**src/rtl/sclks_regs.svh**
```systemverilog
`ifndef SCLKS_REGS_SVH
`define SCLKS_REGS_SVH

////////////////////////////////////////////////////////////////////////////////
// Register byte offsets on the AXI4-Lite port
`define SCLKS_ADDR_CFG 8'h00
`define SCLKS_ADDR_TRIM_FAST 8'h04
`define SCLKS_ADDR_TRIM_LP 8'h08
`define SCLKS_ADDR_TRIM_TA 8'h0c
`define SCLKS_ADDR_TRIM_TB 8'h10
`define SCLKS_ADDR_STATUS 8'h14
`define SCLKS_ADDR_NVM 8'h18

////////////////////////////////////////////////////////////////////////////////
// Field positions
`define SCLKS_NVM_MODE_LSB 0
`define SCLKS_NVM_STROBE_BIT 2
`define SCLKS_ST_RUN_BIT 0
`define SCLKS_ST_WAKE_BIT 1
`define SCLKS_ST_RDLY_BIT 2
`define SCLKS_ST_BADCODE_BIT 3
`define SCLKS_ST_BADLP_BIT 4
`define SCLKS_ST_SRC_LSB 5

////////////////////////////////////////////////////////////////////////////////
// Reset and shipped values
`define SCLKS_TRIM_RST 8'h00
`define SCLKS_NVM_MODE_RST 2'h0
`define SCLKS_SHIPPED_FUSES 9'h072
`define SCLKS_CODE_EXT 4'h0
`define SCLKS_CODE_FAST 4'h2
`define SCLKS_CODE_LP 4'h4
`define SCLKS_CODE_LFXTAL 4'h6

////////////////////////////////////////////////////////////////////////////////
// Timing: core clock, low-power tick, reset delay, start-up counts
`define SCLKS_CLK_HZ 250000000
`define SCLKS_LP_HZ 32000
`define SCLKS_RST_DELAY_MS 16
`define SCLKS_SU_CK6 16'h0006
`define SCLKS_SU_CK258 16'h0102
`define SCLKS_SU_CK1K 16'h0400
`define SCLKS_SU_CK16K 16384
`define SCLKS_SU_CK32K 32768

`endif

```
**src/rtl/sclks_pkg.sv**
```systemverilog
package sclks_pkg;

  // Source kinds chosen by the selection code
  typedef enum logic [2:0] {
    SCLKS_SRC_EXT = 3'h0,
    SCLKS_SRC_FAST = 3'h1,
    SCLKS_SRC_LP = 3'h2,
    SCLKS_SRC_LFXTAL = 3'h3,
    SCLKS_SRC_XTAL = 3'h4,
    SCLKS_SRC_NONE = 3'h7
  } sclks_src_t;

  // Sequencer states, Gray along reset delay, run, sleep, wake
  typedef enum logic [1:0] {
    SCLKS_S_RDLY = 2'h0,
    SCLKS_S_RUN = 2'h1,
    SCLKS_S_SLEEP = 2'h3,
    SCLKS_S_WAKE = 2'h2
  } sclks_state_t;

  // Non-volatile configuration bits, raw: one is unprogrammed
  typedef struct packed {
    logic divide_by_eight_default;
    logic startup_time_sel;
    logic [2:0] lowpower_freq_sel;
    logic [3:0] clock_source_code;
  } sclks_fuse_t;

  // Decoded clock selection
  typedef struct packed {
    sclks_src_t src;
    logic [1:0] xtal_band;
    logic [9:0] lowpower_khz;
    logic code_reserved;
    logic lp_reserved;
  } sclks_clk_sel_t;

endpackage

```
**src/rtl/sclks_startup_timer.sv**
```systemverilog
`timescale 1ns/1ns
`include "sclks_regs.svh"

module sclks_startup_timer #(
  parameter int WIDTH = 16
) (
  // Clock and reset
  input wire logic aclk,
  input wire logic aresetn,
  // Control
  input wire logic start,
  input wire logic [WIDTH-1:0] load_val,
  input wire logic tick,
  // Result
  output logic busy,
  output logic done
);

  logic [WIDTH-1:0] remain; // Ticks still to wait

  ////////////////////////////////////////////////////////////////////////////
  // Count down on ticks; a zero load ends on the next cycle
  always_ff @(posedge aclk) begin
    if (!aresetn) begin
      remain <= '0;
      busy <= 1'b0;
    end else if (start) begin
      remain <= load_val;
      busy <= 1'b1;
    end else if (busy && remain == '0) begin
      busy <= 1'b0;
    end else if (busy && tick) begin
      remain <= remain - 1'b1;
    end
  end

  ////////////////////////////////////////////////////////////////////////////
  // One-cycle pulse when the wait ends
  always_ff @(posedge aclk) begin
    if (!aresetn) begin
      done <= 1'b0;
    end else begin
      done <= busy && !start && remain == '0;
    end
  end

endmodule

```
**src/rtl/sclks_top.sv**
```systemverilog
// Functional notes
// - Codes pick external, fast, low-power, watch crystal
// - Upper three code bits pick crystal band
// - Configuration bit one unprogrammed, zero programmed
// - Selection bits readable, firmware writes ignored
// - Wake-up timed on selected source, execution held
// - Reset adds delay counted on 32kHz tick
// - Start-up count from code and start-up bit
// - Large frequency steps go through prescaler
// - Reset loads factory fast oscillator trim
// - Fast oscillator trim writable any time
// - Two temperature trim registers for fast oscillator
// - Fast oscillator also times watchdog, reset time-out; code counts both on the 32kHz tick
// - Reset loads factory low-power oscillator trim
// - Three-bit code picks low-power oscillator frequency
// - Watchdog and reset counter stay at 32kHz
// - Shipped: fast oscillator, longest start-up, divide eight
// - Program mode writes ignored while programming pending
//
// The implementer's own choices: register access over AXI4-Lite and the register offsets.
`timescale 1ns/1ns
`include "sclks_regs.svh"

module sclks_top #(
  parameter int LP_DIV = `SCLKS_CLK_HZ / `SCLKS_LP_HZ,
  parameter int SU_CK16K = `SCLKS_SU_CK16K,
  parameter int SU_CK32K = `SCLKS_SU_CK32K,
  parameter int RST_TICKS = `SCLKS_RST_DELAY_MS * `SCLKS_LP_HZ / 1000
) (
  // Clock and reset
  input wire logic aclk,
  input wire logic aresetn,
  // AXI4-Lite write
  input wire logic [7:0] s_axi_awaddr,
  input wire logic s_axi_awvalid,
  output logic s_axi_awready,
  input wire logic [31:0] s_axi_wdata,
  input wire logic [3:0] s_axi_wstrb,
  input wire logic s_axi_wvalid,
  output logic s_axi_wready,
  output logic [1:0] s_axi_bresp,
  output logic s_axi_bvalid,
  input wire logic s_axi_bready,
  // AXI4-Lite read
  input wire logic [7:0] s_axi_araddr,
  input wire logic s_axi_arvalid,
  output logic s_axi_arready,
  output logic [31:0] s_axi_rdata,
  output logic [1:0] s_axi_rresp,
  output logic s_axi_rvalid,
  input wire logic s_axi_rready,
  // Non-volatile configuration and calibration
  input wire sclks_pkg::sclks_fuse_t nvm_fuse_bits,
  input wire logic [7:0] factory_fast_trim,
  input wire logic [7:0] factory_lowpower_trim,
  input wire logic nvm_program_done,
  // Oscillator output pin, selected source
  input wire logic src_clk_pin,
  // Core power requests
  input wire logic sleep_req,
  input wire logic wake_event,
  // Clock controls out
  output sclks_pkg::sclks_clk_sel_t clk_sel,
  output logic prescale_div8,
  output logic wdt_src_fast,
  output logic wdt_tick,
  output logic cpu_run_en,
  output logic [7:0] fast_osc_trim,
  output logic [7:0] lowpower_osc_trim,
  output logic [7:0] fast_osc_temp_trim_a,
  output logic [7:0] fast_osc_temp_trim_b,
  output logic [1:0] nvm_program_mode,
  output logic nvm_program_strobe
);
  import sclks_pkg::*;

  ////////////////////////////////////////////////////////////////////////////
  // Declarations
  sclks_fuse_t fuse_q; // Configuration held since reset
  sclks_state_t state; // Sequencer state
  logic [15:0] lp_div_cnt; // 32kHz divider
  logic lp_tick; // 32kHz enable pulse
  logic src_sync1, src_sync2, src_sync3; // Source clock sampling
  logic src_tick; // One pulse per source cycle
  logic [7:0] aw_addr, ar_addr; // Held write address; read address passed straight from the bus
  logic aw_full, w_full; // Held write halves
  logic [31:0] w_data; // Held write data
  logic [3:0] w_strb; // Held byte enables
  logic wr_fire; // Write performed this cycle
  logic wr_b0; // Write hits byte 0
  logic wake_busy, wake_done, rdly_busy, rdly_done;
  logic [15:0] su_count; // Start-up count of the selection

  ////////////////////////////////////////////////////////////////////////////
  // Functions
  // Mapped register offset check, shared by read and write
  function automatic logic reg_hit(input logic [7:0] a);
    reg_hit = (a[1:0] == 2'h0) && (a <= `SCLKS_ADDR_NVM);
  endfunction

  // Start-up count for a code and start-up bit; zero for reserved
  function automatic logic [15:0] startup_cycles(input logic [3:0] c, input logic s);
    startup_cycles = 16'h0000;
    if (c == `SCLKS_CODE_EXT || c == `SCLKS_CODE_FAST || c == `SCLKS_CODE_LP) begin
      startup_cycles = s ? 16'h0000 : `SCLKS_SU_CK6;
    end else if (c == `SCLKS_CODE_LFXTAL) begin
      startup_cycles = s ? SU_CK32K[15:0] : `SCLKS_SU_CK1K;
    end else if (c[3] && !c[0]) begin
      startup_cycles = s ? `SCLKS_SU_CK1K : `SCLKS_SU_CK258;
    end else if (c[3]) begin
      startup_cycles = s ? 16'h0000 : SU_CK16K[15:0];
    end
  endfunction

  ////////////////////////////////////////////////////////////////////////////
  // Configuration capture while reset is held
  always_ff @(posedge aclk) begin
    if (!aresetn) begin
      fuse_q <= nvm_fuse_bits;
    end
  end

  ////////////////////////////////////////////////////////////////////////////
  // Selection decode; zero means programmed
  always_comb begin
    clk_sel = '0;
    clk_sel.src = SCLKS_SRC_NONE;
    clk_sel.xtal_band = fuse_q.clock_source_code[2:1];
    unique case (fuse_q.clock_source_code)
      `SCLKS_CODE_EXT: clk_sel.src = SCLKS_SRC_EXT;
      `SCLKS_CODE_FAST: clk_sel.src = SCLKS_SRC_FAST;
      `SCLKS_CODE_LP: clk_sel.src = SCLKS_SRC_LP;
      `SCLKS_CODE_LFXTAL: clk_sel.src = SCLKS_SRC_LFXTAL;
      4'h8, 4'h9, 4'ha, 4'hb, 4'hc, 4'hd, 4'he, 4'hf: clk_sel.src = SCLKS_SRC_XTAL;
      default: clk_sel.code_reserved = 1'b1;
    endcase
    unique case (fuse_q.lowpower_freq_sel)
      3'h7: clk_sel.lowpower_khz = 10'd32;
      3'h6: clk_sel.lowpower_khz = 10'd64;
      3'h5: clk_sel.lowpower_khz = 10'd128;
      3'h4: clk_sel.lowpower_khz = 10'd256;
      3'h3: clk_sel.lowpower_khz = 10'd512;
      default: clk_sel.lp_reserved = 1'b1;
    endcase
    if (clk_sel.src != SCLKS_SRC_LP) begin
      clk_sel.lowpower_khz = 10'd32;
      clk_sel.lp_reserved = 1'b0;
    end
  end

  // Prescaler divide-by-eight when that bit is programmed
  assign prescale_div8 = !fuse_q.divide_by_eight_default;
  // Fast oscillator keeps timing the watchdog when it is the system clock
  assign wdt_src_fast = (clk_sel.src == SCLKS_SRC_FAST);
  // Watchdog tick stays on 32kHz regardless of low-power frequency
  assign wdt_tick = lp_tick;
  assign su_count = startup_cycles(fuse_q.clock_source_code, fuse_q.startup_time_sel);

  ////////////////////////////////////////////////////////////////////////////
  // 32kHz enable divider
  always_ff @(posedge aclk) begin
    if (!aresetn) begin
      lp_div_cnt <= '0;
      lp_tick <= 1'b0;
    end else if (lp_div_cnt == LP_DIV[15:0] - 16'h0001) begin
      lp_div_cnt <= '0;
      lp_tick <= 1'b1;
    end else begin
      lp_div_cnt <= lp_div_cnt + 16'h0001;
      lp_tick <= 1'b0;
    end
  end

  ////////////////////////////////////////////////////////////////////////////
  // Source clock synchroniser and edge tick; the source must not jump
  // more than 2% per cycle outside reset, else counts are meaningless
  always_ff @(posedge aclk) begin
    if (!aresetn) begin
      src_sync1 <= 1'b0;
      src_sync2 <= 1'b0;
      src_sync3 <= 1'b0;
    end else begin
      src_sync1 <= src_clk_pin;
      src_sync2 <= src_sync1;
      src_sync3 <= src_sync2;
    end
  end
  assign src_tick = src_sync2 && !src_sync3;

  ////////////////////////////////////////////////////////////////////////////
  // Start-up timers: reset delay on 32kHz, wake-up on the source
  sclks_startup_timer #(.WIDTH(16)) u_rdly (
    .aclk(aclk),
    .aresetn(aresetn),
    .start(state == SCLKS_S_RDLY && !rdly_busy && !rdly_done),
    .load_val(RST_TICKS[15:0]),
    .tick(lp_tick),
    .busy(rdly_busy),
    .done(rdly_done)
  );

  sclks_startup_timer #(.WIDTH(16)) u_wake (
    .aclk(aclk),
    .aresetn(aresetn),
    .start(state == SCLKS_S_SLEEP && wake_event),
    .load_val(su_count),
    .tick(src_tick),
    .busy(wake_busy),
    .done(wake_done)
  );

  ////////////////////////////////////////////////////////////////////////////
  // Sequencer: reset delay, run, sleep, wake
  always_ff @(posedge aclk) begin
    if (!aresetn) begin
      state <= SCLKS_S_RDLY;
    end else begin
      unique case (state)
        SCLKS_S_RDLY: begin
          if (rdly_done) begin
            state <= SCLKS_S_RUN;
          end
        end
        SCLKS_S_RUN: begin
          if (sleep_req) begin
            state <= SCLKS_S_SLEEP;
          end
        end
        SCLKS_S_SLEEP: begin
          if (wake_event) begin
            state <= SCLKS_S_WAKE;
          end
        end
        SCLKS_S_WAKE: begin
          if (wake_done) begin
            state <= SCLKS_S_RUN;
          end
        end
      endcase
    end
  end
  assign cpu_run_en = (state == SCLKS_S_RUN);

  ////////////////////////////////////////////////////////////////////////////
  // AXI write channel holding
  assign s_axi_awready = !aw_full;
  assign s_axi_wready = !w_full;
  assign wr_fire = aw_full && w_full && !s_axi_bvalid;
  assign wr_b0 = wr_fire && w_strb[0];

  always_ff @(posedge aclk) begin
    if (!aresetn) begin
      aw_full <= 1'b0;
      w_full <= 1'b0;
      aw_addr <= '0;
      w_data <= '0;
      w_strb <= '0;
    end else begin
      if (s_axi_awvalid && !aw_full) begin
        aw_full <= 1'b1;
        aw_addr <= s_axi_awaddr;
      end else if (wr_fire) begin
        aw_full <= 1'b0;
      end
      if (s_axi_wvalid && !w_full) begin
        w_full <= 1'b1;
        w_data <= s_axi_wdata;
        w_strb <= s_axi_wstrb;
      end else if (wr_fire) begin
        w_full <= 1'b0;
      end
    end
  end

  // Write response, SLVERR for unmapped offsets
  always_ff @(posedge aclk) begin
    if (!aresetn) begin
      s_axi_bvalid <= 1'b0;
      s_axi_bresp <= 2'h0;
    end else if (wr_fire) begin
      s_axi_bvalid <= 1'b1;
      s_axi_bresp <= reg_hit(aw_addr) ? 2'h0 : 2'h2;
    end else if (s_axi_bready) begin
      s_axi_bvalid <= 1'b0;
    end
  end

  ////////////////////////////////////////////////////////////////////////////
  // Trim registers; reset loads factory values into the fast and low-power trims and zero into the temperature trims, writable at any time.
  // Writes to the configuration offset are dropped.
  always_ff @(posedge aclk) begin
    if (!aresetn) begin
      fast_osc_trim <= factory_fast_trim;
      lowpower_osc_trim <= factory_lowpower_trim;
      fast_osc_temp_trim_a <= `SCLKS_TRIM_RST;
      fast_osc_temp_trim_b <= `SCLKS_TRIM_RST;
    end else if (wr_b0) begin
      unique case (aw_addr)
        `SCLKS_ADDR_TRIM_FAST: fast_osc_trim <= w_data[7:0];
        `SCLKS_ADDR_TRIM_LP: lowpower_osc_trim <= w_data[7:0];
        `SCLKS_ADDR_TRIM_TA: fast_osc_temp_trim_a <= w_data[7:0];
        `SCLKS_ADDR_TRIM_TB: fast_osc_temp_trim_b <= w_data[7:0];
        default: ; // Configuration and others ignore writes
      endcase
    end
  end

  // Programming mode and strobe; mode frozen while strobe pending
  always_ff @(posedge aclk) begin
    if (!aresetn) begin
      nvm_program_strobe <= 1'b0;
      nvm_program_mode <= `SCLKS_NVM_MODE_RST;
    end else begin
      if (wr_b0 && aw_addr == `SCLKS_ADDR_NVM && !nvm_program_strobe) begin
        nvm_program_mode <= w_data[`SCLKS_NVM_MODE_LSB +: 2];
      end
      if (wr_b0 && aw_addr == `SCLKS_ADDR_NVM && w_data[`SCLKS_NVM_STROBE_BIT]) begin
        nvm_program_strobe <= 1'b1;
      end else if (nvm_program_done) begin
        nvm_program_strobe <= 1'b0;
      end
    end
  end

  ////////////////////////////////////////////////////////////////////////////
  // AXI read channel, one cycle to rvalid
  assign s_axi_arready = !s_axi_rvalid;
  assign ar_addr = s_axi_araddr;

  always_ff @(posedge aclk) begin
    if (!aresetn) begin
      s_axi_rvalid <= 1'b0;
      s_axi_rdata <= '0;
      s_axi_rresp <= 2'h0;
    end else if (s_axi_arvalid && !s_axi_rvalid) begin
      s_axi_rvalid <= 1'b1;
      s_axi_rresp <= reg_hit(ar_addr) ? 2'h0 : 2'h2;
      s_axi_rdata <= '0;
      unique case (ar_addr)
        `SCLKS_ADDR_CFG: s_axi_rdata[8:0] <= fuse_q;
        `SCLKS_ADDR_TRIM_FAST: s_axi_rdata[7:0] <= fast_osc_trim;
        `SCLKS_ADDR_TRIM_LP: s_axi_rdata[7:0] <= lowpower_osc_trim;
        `SCLKS_ADDR_TRIM_TA: s_axi_rdata[7:0] <= fast_osc_temp_trim_a;
        `SCLKS_ADDR_TRIM_TB: s_axi_rdata[7:0] <= fast_osc_temp_trim_b;
        `SCLKS_ADDR_STATUS: begin
          s_axi_rdata[`SCLKS_ST_RUN_BIT] <= cpu_run_en;
          s_axi_rdata[`SCLKS_ST_WAKE_BIT] <= wake_busy;
          s_axi_rdata[`SCLKS_ST_RDLY_BIT] <= rdly_busy;
          s_axi_rdata[`SCLKS_ST_BADCODE_BIT] <= clk_sel.code_reserved;
          s_axi_rdata[`SCLKS_ST_BADLP_BIT] <= clk_sel.lp_reserved;
          s_axi_rdata[`SCLKS_ST_SRC_LSB +: 3] <= clk_sel.src;
        end
        `SCLKS_ADDR_NVM: begin
          s_axi_rdata[`SCLKS_NVM_MODE_LSB +: 2] <= nvm_program_mode;
          s_axi_rdata[`SCLKS_NVM_STROBE_BIT] <= nvm_program_strobe;
        end
        default: ; // Unmapped reads return zero
      endcase
    end else if (s_axi_rready) begin
      s_axi_rvalid <= 1'b0;
    end
  end

  ////////////////////////////////////////////////////////////////////////////
  // Assertions
  property p_cfg_held;
    @(posedge aclk) disable iff (!aresetn) $past(aresetn) |-> $stable(fuse_q);
  endproperty
  a_cfg_held: assert property (p_cfg_held) else $error("config changed after reset");

  property p_fast_decode;
    @(posedge aclk) disable iff (!aresetn)
      fuse_q.clock_source_code == `SCLKS_CODE_FAST |-> clk_sel.src == SCLKS_SRC_FAST && wdt_src_fast;
  endproperty
  a_fast_decode: assert property (p_fast_decode) else $error("fast code decode");

  property p_xtal_band;
    @(posedge aclk) disable iff (!aresetn) fuse_q.clock_source_code[3] |->
      clk_sel.src == SCLKS_SRC_XTAL && clk_sel.xtal_band == fuse_q.clock_source_code[2:1];
  endproperty
  a_xtal_band: assert property (p_xtal_band) else $error("crystal band decode");

  property p_wake_hold;
    @(posedge aclk) disable iff (!aresetn)
      state == SCLKS_S_SLEEP && wake_event |=> !cpu_run_en [*3];
  endproperty
  a_wake_hold: assert property (p_wake_hold) else $error("ran before start-up");

  property p_rst_delay;
    @(posedge aclk) disable iff (!aresetn) !$past(aresetn) |-> !cpu_run_en ##1 !cpu_run_en;
  endproperty
  a_rst_delay: assert property (p_rst_delay) else $error("no reset delay");

  property p_fast_factory;
    @(posedge aclk) disable iff (!aresetn)
      !$past(aresetn) |-> fast_osc_trim == $past(factory_fast_trim);
  endproperty
  a_fast_factory: assert property (p_fast_factory) else $error("factory trim missing");

  property p_trim_write;
    @(posedge aclk) disable iff (!aresetn)
      wr_b0 && aw_addr == `SCLKS_ADDR_TRIM_FAST |=> fast_osc_trim == $past(w_data[7:0]);
  endproperty
  a_trim_write: assert property (p_trim_write) else $error("trim write lost");

  property p_mode_frozen;
    @(posedge aclk) disable iff (!aresetn)
      nvm_program_strobe && wr_b0 && aw_addr == `SCLKS_ADDR_NVM |=> $stable(nvm_program_mode);
  endproperty
  a_mode_frozen: assert property (p_mode_frozen) else $error("mode changed pending");

  property p_lp_freq;
    @(posedge aclk) disable iff (!aresetn) clk_sel.src == SCLKS_SRC_LP &&
      fuse_q.lowpower_freq_sel == 3'h3 |-> clk_sel.lowpower_khz == 10'd512;
  endproperty
  a_lp_freq: assert property (p_lp_freq) else $error("low-power frequency");

  property p_cv_wake;
    @(posedge aclk) disable iff (!aresetn) state == SCLKS_S_WAKE ##1 state == SCLKS_S_RUN;
  endproperty
  c_cv_wake: cover property (p_cv_wake);

  property p_cv_rdly;
    @(posedge aclk) disable iff (!aresetn) rdly_done;
  endproperty
  c_cv_rdly: cover property (p_cv_rdly);

  property p_cv_mode_blocked;
    @(posedge aclk) disable iff (!aresetn)
      nvm_program_strobe && wr_b0 && aw_addr == `SCLKS_ADDR_NVM;
  endproperty
  c_cv_mode_blocked: cover property (p_cv_mode_blocked);

endmodule

```
**config.mk**
```make
export PLATFORM = sky130hd
export DESIGN_NAME = sclks_top
export DESIGN_NICKNAME = d
export VERILOG_FILES = /design/src/rtl/sclks_pkg.sv /design/src/rtl/sclks_startup_timer.sv /design/src/rtl/sclks_top.sv
export VERILOG_INCLUDE_DIRS = /design/src /design/src/rtl
export SDC_FILE = /design/constraint.sdc
export NUM_CORES = 1
export LEC_CHECK = 0
export BUFFER_PORTS_ARGS = -buffer_cell sky130_fd_sc_hd__buf_2
export CAP_MARGIN = 20
export CORE_ASPECT_RATIO = 1.75
export CORE_MARGIN = 2
export CORE_UTILIZATION = 40
export DETAILED_ROUTE_END_ITERATION = 7
export GPL_TIMING_DRIVEN = 0
export PLACE_DENSITY_LB_ADDON = 0.1
export SYNTH_ARGS = -nofsm -noshare
export SYNTH_HDL_FRONTEND = slang
export SYNTH_SLANG_ARGS = --single-unit
```
**constraint.sdc**
```tcl
create_clock -name aclk -period 2.6 [get_ports aclk]
set_input_delay 0.13 -clock aclk [delete_from_list [all_inputs] [get_ports aclk]]
set_output_delay 0.13 -clock aclk [all_outputs]
set_load 0.005 [all_outputs]
```
==> impl_metrics.toml, run 1 <==
[status]
status = "finished clean"

[logic_synthesis]
synthArstFlopShare_pct = 0
synth.top_cells.by_count = "dfxtp_1, nor2_1, nand2_1"
synth_top_area_share_pct = 33.9
yosys_register_bits = 134
synth-edff-count = 25
yosysMostFrequentCell = "dfxtp_1"
mappedNetlistArea_sq_mm = 0.00644
synth_cell_types = 60
ys_seq_area_share_pct = 45.5
synth_area_leaders = "dfxtp_1, edfxtp_1, nor2_1"
yosysWarnings = 0
syn_avg_cell_area_sq_um = 8.90
synth_flop_cell = "dfxtp_1"
yosys.area.top_type = "dfxtp_1"
netlist_instances = 724

[hold_path]
min_delay_worst_endpoint = "w_full$_SDFFE_PN0P_"
hp-start = "s_axi_wvalid"
hp-class = "input pin to flop"
min_path_cells = 3

[clock_tree]
cts_made_buffers = 17
htree_levels = 4
clock-sinks = 134
cts_max_path_buffers = 2
cts_tree = "built"
clk_latency_ns = 0.42
postCtsSetupBuffers = 0
cts_root_buf = "clkbuf_16"
path_clk_slew_ns = 0.06

[finish]
area_growth_syn_to_layout_pct = 29.1
antennaDiodeCount = 0
final_cells = 1131
nNetsFinal = 1020
drive_gt1_share_pct = 23.1
num-fill-cells = 1514

[placement]
numPortBuffers = 124
dp.cells = 1067
place.gp.congestion = 0.856
post-dp-hpwl_um = 14600

[sta]
final-hold-violation-count = 0
rsz0062_at_grt = "false"
finalClockSkew_ns = 0.0146
layout_worst_path_cycle_share_pct = 96.1
min_period_ns = 2.50
relSlewSlack_pct = 39.2
finalSetupViolCount = 0
fin_hold_ws_ns = 0.00880
clock.fmax_mhz = 400
final_max_slew_viol_count = 0
tightest_slew_ns = 0.906

[critical_path]
arrival_ns = 2.80
cp_data_required_time_ns = 2.90
crit_type = "flop to flop"
r2r-start = "u_wake.remain[0]$_SDFFE_PN0P_"
start_kind = "flop"
r2r_end = "u_wake.remain[4]$_SDFFE_PN0P_"
path_max_fanout = 7
rrSetupSlack_ns = 0.10
r2r_cells = 6
end_kind = "flop"

[routing]
avgViaCountPerCell = 5.22
final_antenna_net_count = 0
post_drt_wl_per_cell_um = 17.0
wl_um = 19200
first_pass_iters = 6
vias = 5908
drtIter0Drc = 224
drc = 0

[die]
dieArea_sq_mm = 0.0172
fp.dieH_um = 172
coreArea_sq_mm = 0.0158
row_count = 61
die_w_um = 99.9
num_io_pins = 185
start_util_pct = 40.8

[grt]
grt_pass1_wl_um = 30000
gr-usage-all-layers_pct = 22.7
antenna_found_initial = 0
grt_overflow = 0
grt_pass1_vias = 5902
grt_max_degree = 19

[power_and_ir_drop]
irDropWorstVdd_mv = 0.437
total_power_uw = 5110
powerDensity_mw_per_mm2 = 614
p_leak_uw = 0.00355

[flow_run]
maxCapViolations = 0
==> worst max path at each step <==
stage,start,endpoint,depth (start not counted)
finish,u_wake.remain[0]$_SDFFE_PN0P_,u_wake.remain[4]$_SDFFE_PN0P_,6
CTS,aw_full$_SDFFE_PN0P_,lowpower_osc_trim[7]$_DFFE_PP_,6
detailed placement,aw_full$_SDFFE_PN0P_,lowpower_osc_trim[4]$_DFFE_PP_,6
floorplan,u_wake.remain[0]$_SDFFE_PN0P_,u_wake.remain[2]$_SDFFE_PN0P_,7
global placement,aw_addr[4]$_SDFFE_PN0P_,fast_osc_trim[4]$_DFFE_PP_,3
global route,u_wake.remain[0]$_SDFFE_PN0P_,u_wake.remain[6]$_SDFFE_PN0P_,7
==> stage by stage <==
stage / cell area [sq um] / setup TNS, ns / util, % / setup slack (ns)
2_1_floorplan: 6550 / 0 / - / 0.458
5_1_grt: 8320 / 0 / 52.7 / 0.0118
4_1_cts: 8310 / 0 / 52.6 / 0.0168
6_report: 8320 / 0 / 52.7 / 0.101
3_3_place_gp: 7410 / -3.70 / 46.9 / -0.256
3_5_place_dp: 7420 / 0 / 47.0 / 0.0323
==> timing repair <==
action                                  4_1_cts  5_1_grt
hold buffers                                 31        0
endpoints found under the setup margin        0        5
endpoints found under the hold margin        30        0
resized for setup                             0        1
==> cells in the final DEF, fill, tap and decap left out, types with 7 or more instances in the layout <==
| cell type | n |
|---|---|
| xnor2_1 | 12 |
| dfxtp_1 | 109 |
| buf_2 | 125 |
| clkbuf_1 | 23 |
| xor2_1 | 22 |
| nand4_1 | 11 |
| nor4_1 | 11 |
| or3_1 | 7 |
| edfxtp_1 | 25 |
| nor2b_1 | 9 |
| clkbuf_16 | 18 |
| buf_4 | 33 |
| nand2_1 | 69 |
| o21ai_0 | 46 |
| nor3_1 | 20 |
| inv_1 | 33 |
| nand3_1 | 29 |
| dlygate4sd3_1 | 31 |
| nor4b_1 | 7 |
| a21oi_1 | 39 |
| nor2_1 | 92 |
| mux2i_1 | 24 |
| conb_1 | 30 |
==> layer usage <==
layer	share of wire, %	global-route usage (%)	routed length, um	vias up
met5	0	0	0	-
met4	2.4	8.46	465	0
met3	6.1	5.13	1160	37
met2	55	44.2	10500	220
met1	37	23.0	7060	2747
li1	-	-	-	2904
==> sequential cells by signal, summed over array words and instances, names as in the netlist, 7 cells and up <==
register and cells:
u_wake.remain 16, fast_osc_temp_trim_b 8, fast_osc_temp_trim_a 8, s_axi_rdata 9
fast_osc_trim 8, w_data 8, lp_div_cnt 16, aw_addr 8
u_rdly.remain 16, fuse_q 7, lowpower_osc_trim 8
==> final cells by class <==
type	instances	area [sq um]	share of cell area [%]
Clock inverter	13	121	1.46
Sequential cell	134	2930	35.2
Inverter	33	124	1.49
Buffer	63	434	5.22
Timing Repair Buffer	157	951	11.4
Clock buffer	19	454	5.46
Tap cell	189	236	2.84
Multi-Input combinational cell	523	3070	36.9
==> cell families (layout without fill, tap and decap cells) <==
kind of cell | after synthesis | after routing | share of synthesized area, %
AND/OR/NAND/NOR | 304 | 304 | 23.7
flip-flops | 134 | 134 | 45.5
AO/OA/AOI/OAI | 123 | 123 | 11.3
buffers and inverters | 96 | 285 | 8.66
XOR/XNOR | 34 | 34 | 4.62
multiplexers | 29 | 29 | 5.48
adder cells (fa/ha/maj) | 3 | 3 | 0.583
other | 1 | 30 | 0.0582
==> report_power, final <==
part	switching (uW)	internal [uW]
logic	280	234
clock network	944	1380
registers	74.5	2190
total	1300	3810
==> worst max-delay path, cell delays in order, from the launching register on <==
cell and delay (ns):
dfxtp_1 0.31, inv_1 0.09, ha_1 0.23, or4b_2 0.62, nor4_1 0.49, o21ai_1 0.35, a31o_2 0.30
Power figures use the tool's default switching activity.
==> run 2: changes to the inputs <==
==> constraint.sdc (replaced) <==
create_clock -name aclk -period 2.6 [get_ports aclk]
set_input_delay 0.26 -clock aclk [delete_from_list [all_inputs] [get_ports aclk]]
set_output_delay 0.26 -clock aclk [all_outputs]
set_load 0.005 [all_outputs]
==> run 2 against run 1 <==
Effect of this change: global-route usage is 0.33 points lower; highest routed layer unchanged; sequential power barely moved; critical path depth unchanged; critical path type unchanged; via count shrank 2.6%; clock power about the same; utilization decreased by 2.0 points; fmax grew 1.7%; cell area fell by 3.7%; largest power group unchanged.
==> impl_metrics.toml, run 2 (synthesis results as in run 1) <==
[sta]
fin_tns_setup_ns = 0
setup_slack_ns = 0.142
relSlewSlack_pct = 39.5
layout_worst_path_cycle_share_pct = 94.6
min_period_ns = 2.46
tightest_slew_ns = 0.902
final-hold-violation-count = 0
finalSetupViolCount = 0
fin_hold_ws_ns = 0.0203
finalClockSkew_ns = 0.0152
rsz0062_at_grt = "false"
final_max_slew_viol_count = 0
clock.fmax_mhz = 407

[grt]
grt_pass1_vias = 5749
grt_max_degree = 19
grt_overflow = 0
antenna_found_initial = 0
grt_pass1_wl_um = 29500
gr-usage-all-layers_pct = 22.3

[die]
fp.dieH_um = 172
num_io_pins = 185
dieArea_sq_mm = 0.0172
die_w_um = 99.9
row_count = 61
start_util_pct = 40.8
coreArea_sq_mm = 0.0158

[routing]
drtIter0Drc = 190
drt-met1-wl_um = 7070
post_drt_wl_per_cell_um = 17.2
wl_met2_um = 10300
drc = 0
avgViaCountPerCell = 5.23
wl_um = 19000
final_antenna_net_count = 0
top_layer_used = "met4"
first_pass_iters = 5
vias = 5753
routed-wl-met3_um = 1100

[flow_run]
maxCapViolations = 0

[clock_tree]
htree_levels = 4
cts_made_buffers = 17
path_clk_slew_ns = 0.07
cts_tree = "built"
hold_buffers = 0
clk_latency_ns = 0.42
cts_max_path_buffers = 2
clock-sinks = 134
cts_root_buf = "clkbuf_16"

[critical_path]
end_kind = "flop"
crit_type = "flop to flop"
path_max_fanout = 7
arrival_ns = 2.76
cp_data_required_time_ns = 2.90
start_kind = "flop"

[power_and_ir_drop]
p_leak_uw = 0.00342
powerDensity_mw_per_mm2 = 633
p_seq_share_pct = 44.7
irDropWorstVdd_mv = 0.431
switching_share_pct = 25.5
p_switching_uw = 1290
comb_power_share_pct = 9.4
internal_power_uw = 3780
clkPwrFrac_pct = 45.9

[finish]
stdcell_area_sq_mm = 0.00801
most-common-layout-cells = "buf_2, dfxtp_1, nor2_1, nand2_1, o21ai_0"
largestRegisters = "lp_div_cnt (16), u_rdly.remain (16), u_wake.remain (16)"
area_growth_syn_to_layout_pct = 24.3
final-seq-area_sq_mm = 0.00293
num-fill-cells = 1541
final_common_cell = "buf_2"
nNetsFinal = 989
fin_util_pct = 50.7
drive_gt1_share_pct = 23.9
multi_input_area_sq_mm = 0.00307
antennaDiodeCount = 0

[hold_path]
hp-class = "input pin to flop"

[placement]
dpl_worst_slack_ns = 0.0323
numPortBuffers = 124
place.gp.congestion = 0.856
post-dp-hpwl_um = 14600
postPlaceCellArea_sq_mm = 0.00742

[status]
status = "finished clean"
-- run 2: cell types whose count changed in the layout (fill, tap and decap cells not counted) --
cell           before  now
dlygate4sd3_1      31    0
-- run 2: timing repair --
action                                  in CTS  in global routing
setup buffers                                0                  0
resized for setup                            0                  1
endpoints found under the setup margin       0                  5
-- run 2: per-layer routing --
metal	vias up	global-route usage [%]
met5	-	0
met4	0	8.46
met3	39	5.01
met2	212	43.3
met1	2660	22.9
li1	2842	-
-- run 2: metrics by stage --
step	std cells	total power [uW]
floorplan	753	2580
global placement	1066	2770
detailed placement	1067	2780
CTS	1099	5100
global route	1100	5260
finish	1100	5070
-- run 2: layout make-up --
cell class | count | share of cell area [%]
multi-input cells | 523 | 38.3
flip-flops and latches | 134 | 36.6
repair buffers | 126 | 8.00
clock buffers | 19 | 5.67
plain buffers | 63 | 5.42
well taps | 189 | 2.95
inverters | 33 | 1.55
clock inverters | 13 | 1.52
-- run 2: worst max-delay path, cell delays in order, from the launching register on --
cell and delay (ns):
dfxtp_1 0.31, inv_1 0.08, ha_1 0.24, or4b_2 0.62
nor4_1 0.46, o21ai_1 0.35, a31o_2 0.30
-- run 2: power by group through the flow --
stage               clock network [uW]  logic [uW]  registers (uW)
floorplan                            0         290            2290
global placement                     0         467            2310
detailed placement                   0         472            2310
CTS                               2360         474            2270
global route                      2460         526            2280
finish                            2330         477            2270
-- run 2: path summary, 6_finish.rpt --
kind	start	to	slack, ns	depth (start not counted)
worst max-delay path	u_wake.remain[0]$_SDFFE_PN0P_	u_wake.remain[4]$_SDFFE_PN0P_	0.14	6
worst min-delay path	nvm_fuse_bits[4]	fuse_q[4]$_DFFE_PN_	0.02	1
worst max register to register	u_wake.remain[0]$_SDFFE_PN0P_	u_wake.remain[4]$_SDFFE_PN0P_	0.14	6
worst min register to register	src_sync1$_SDFF_PN0_	src_sync2$_SDFF_PN0_	0.45	1
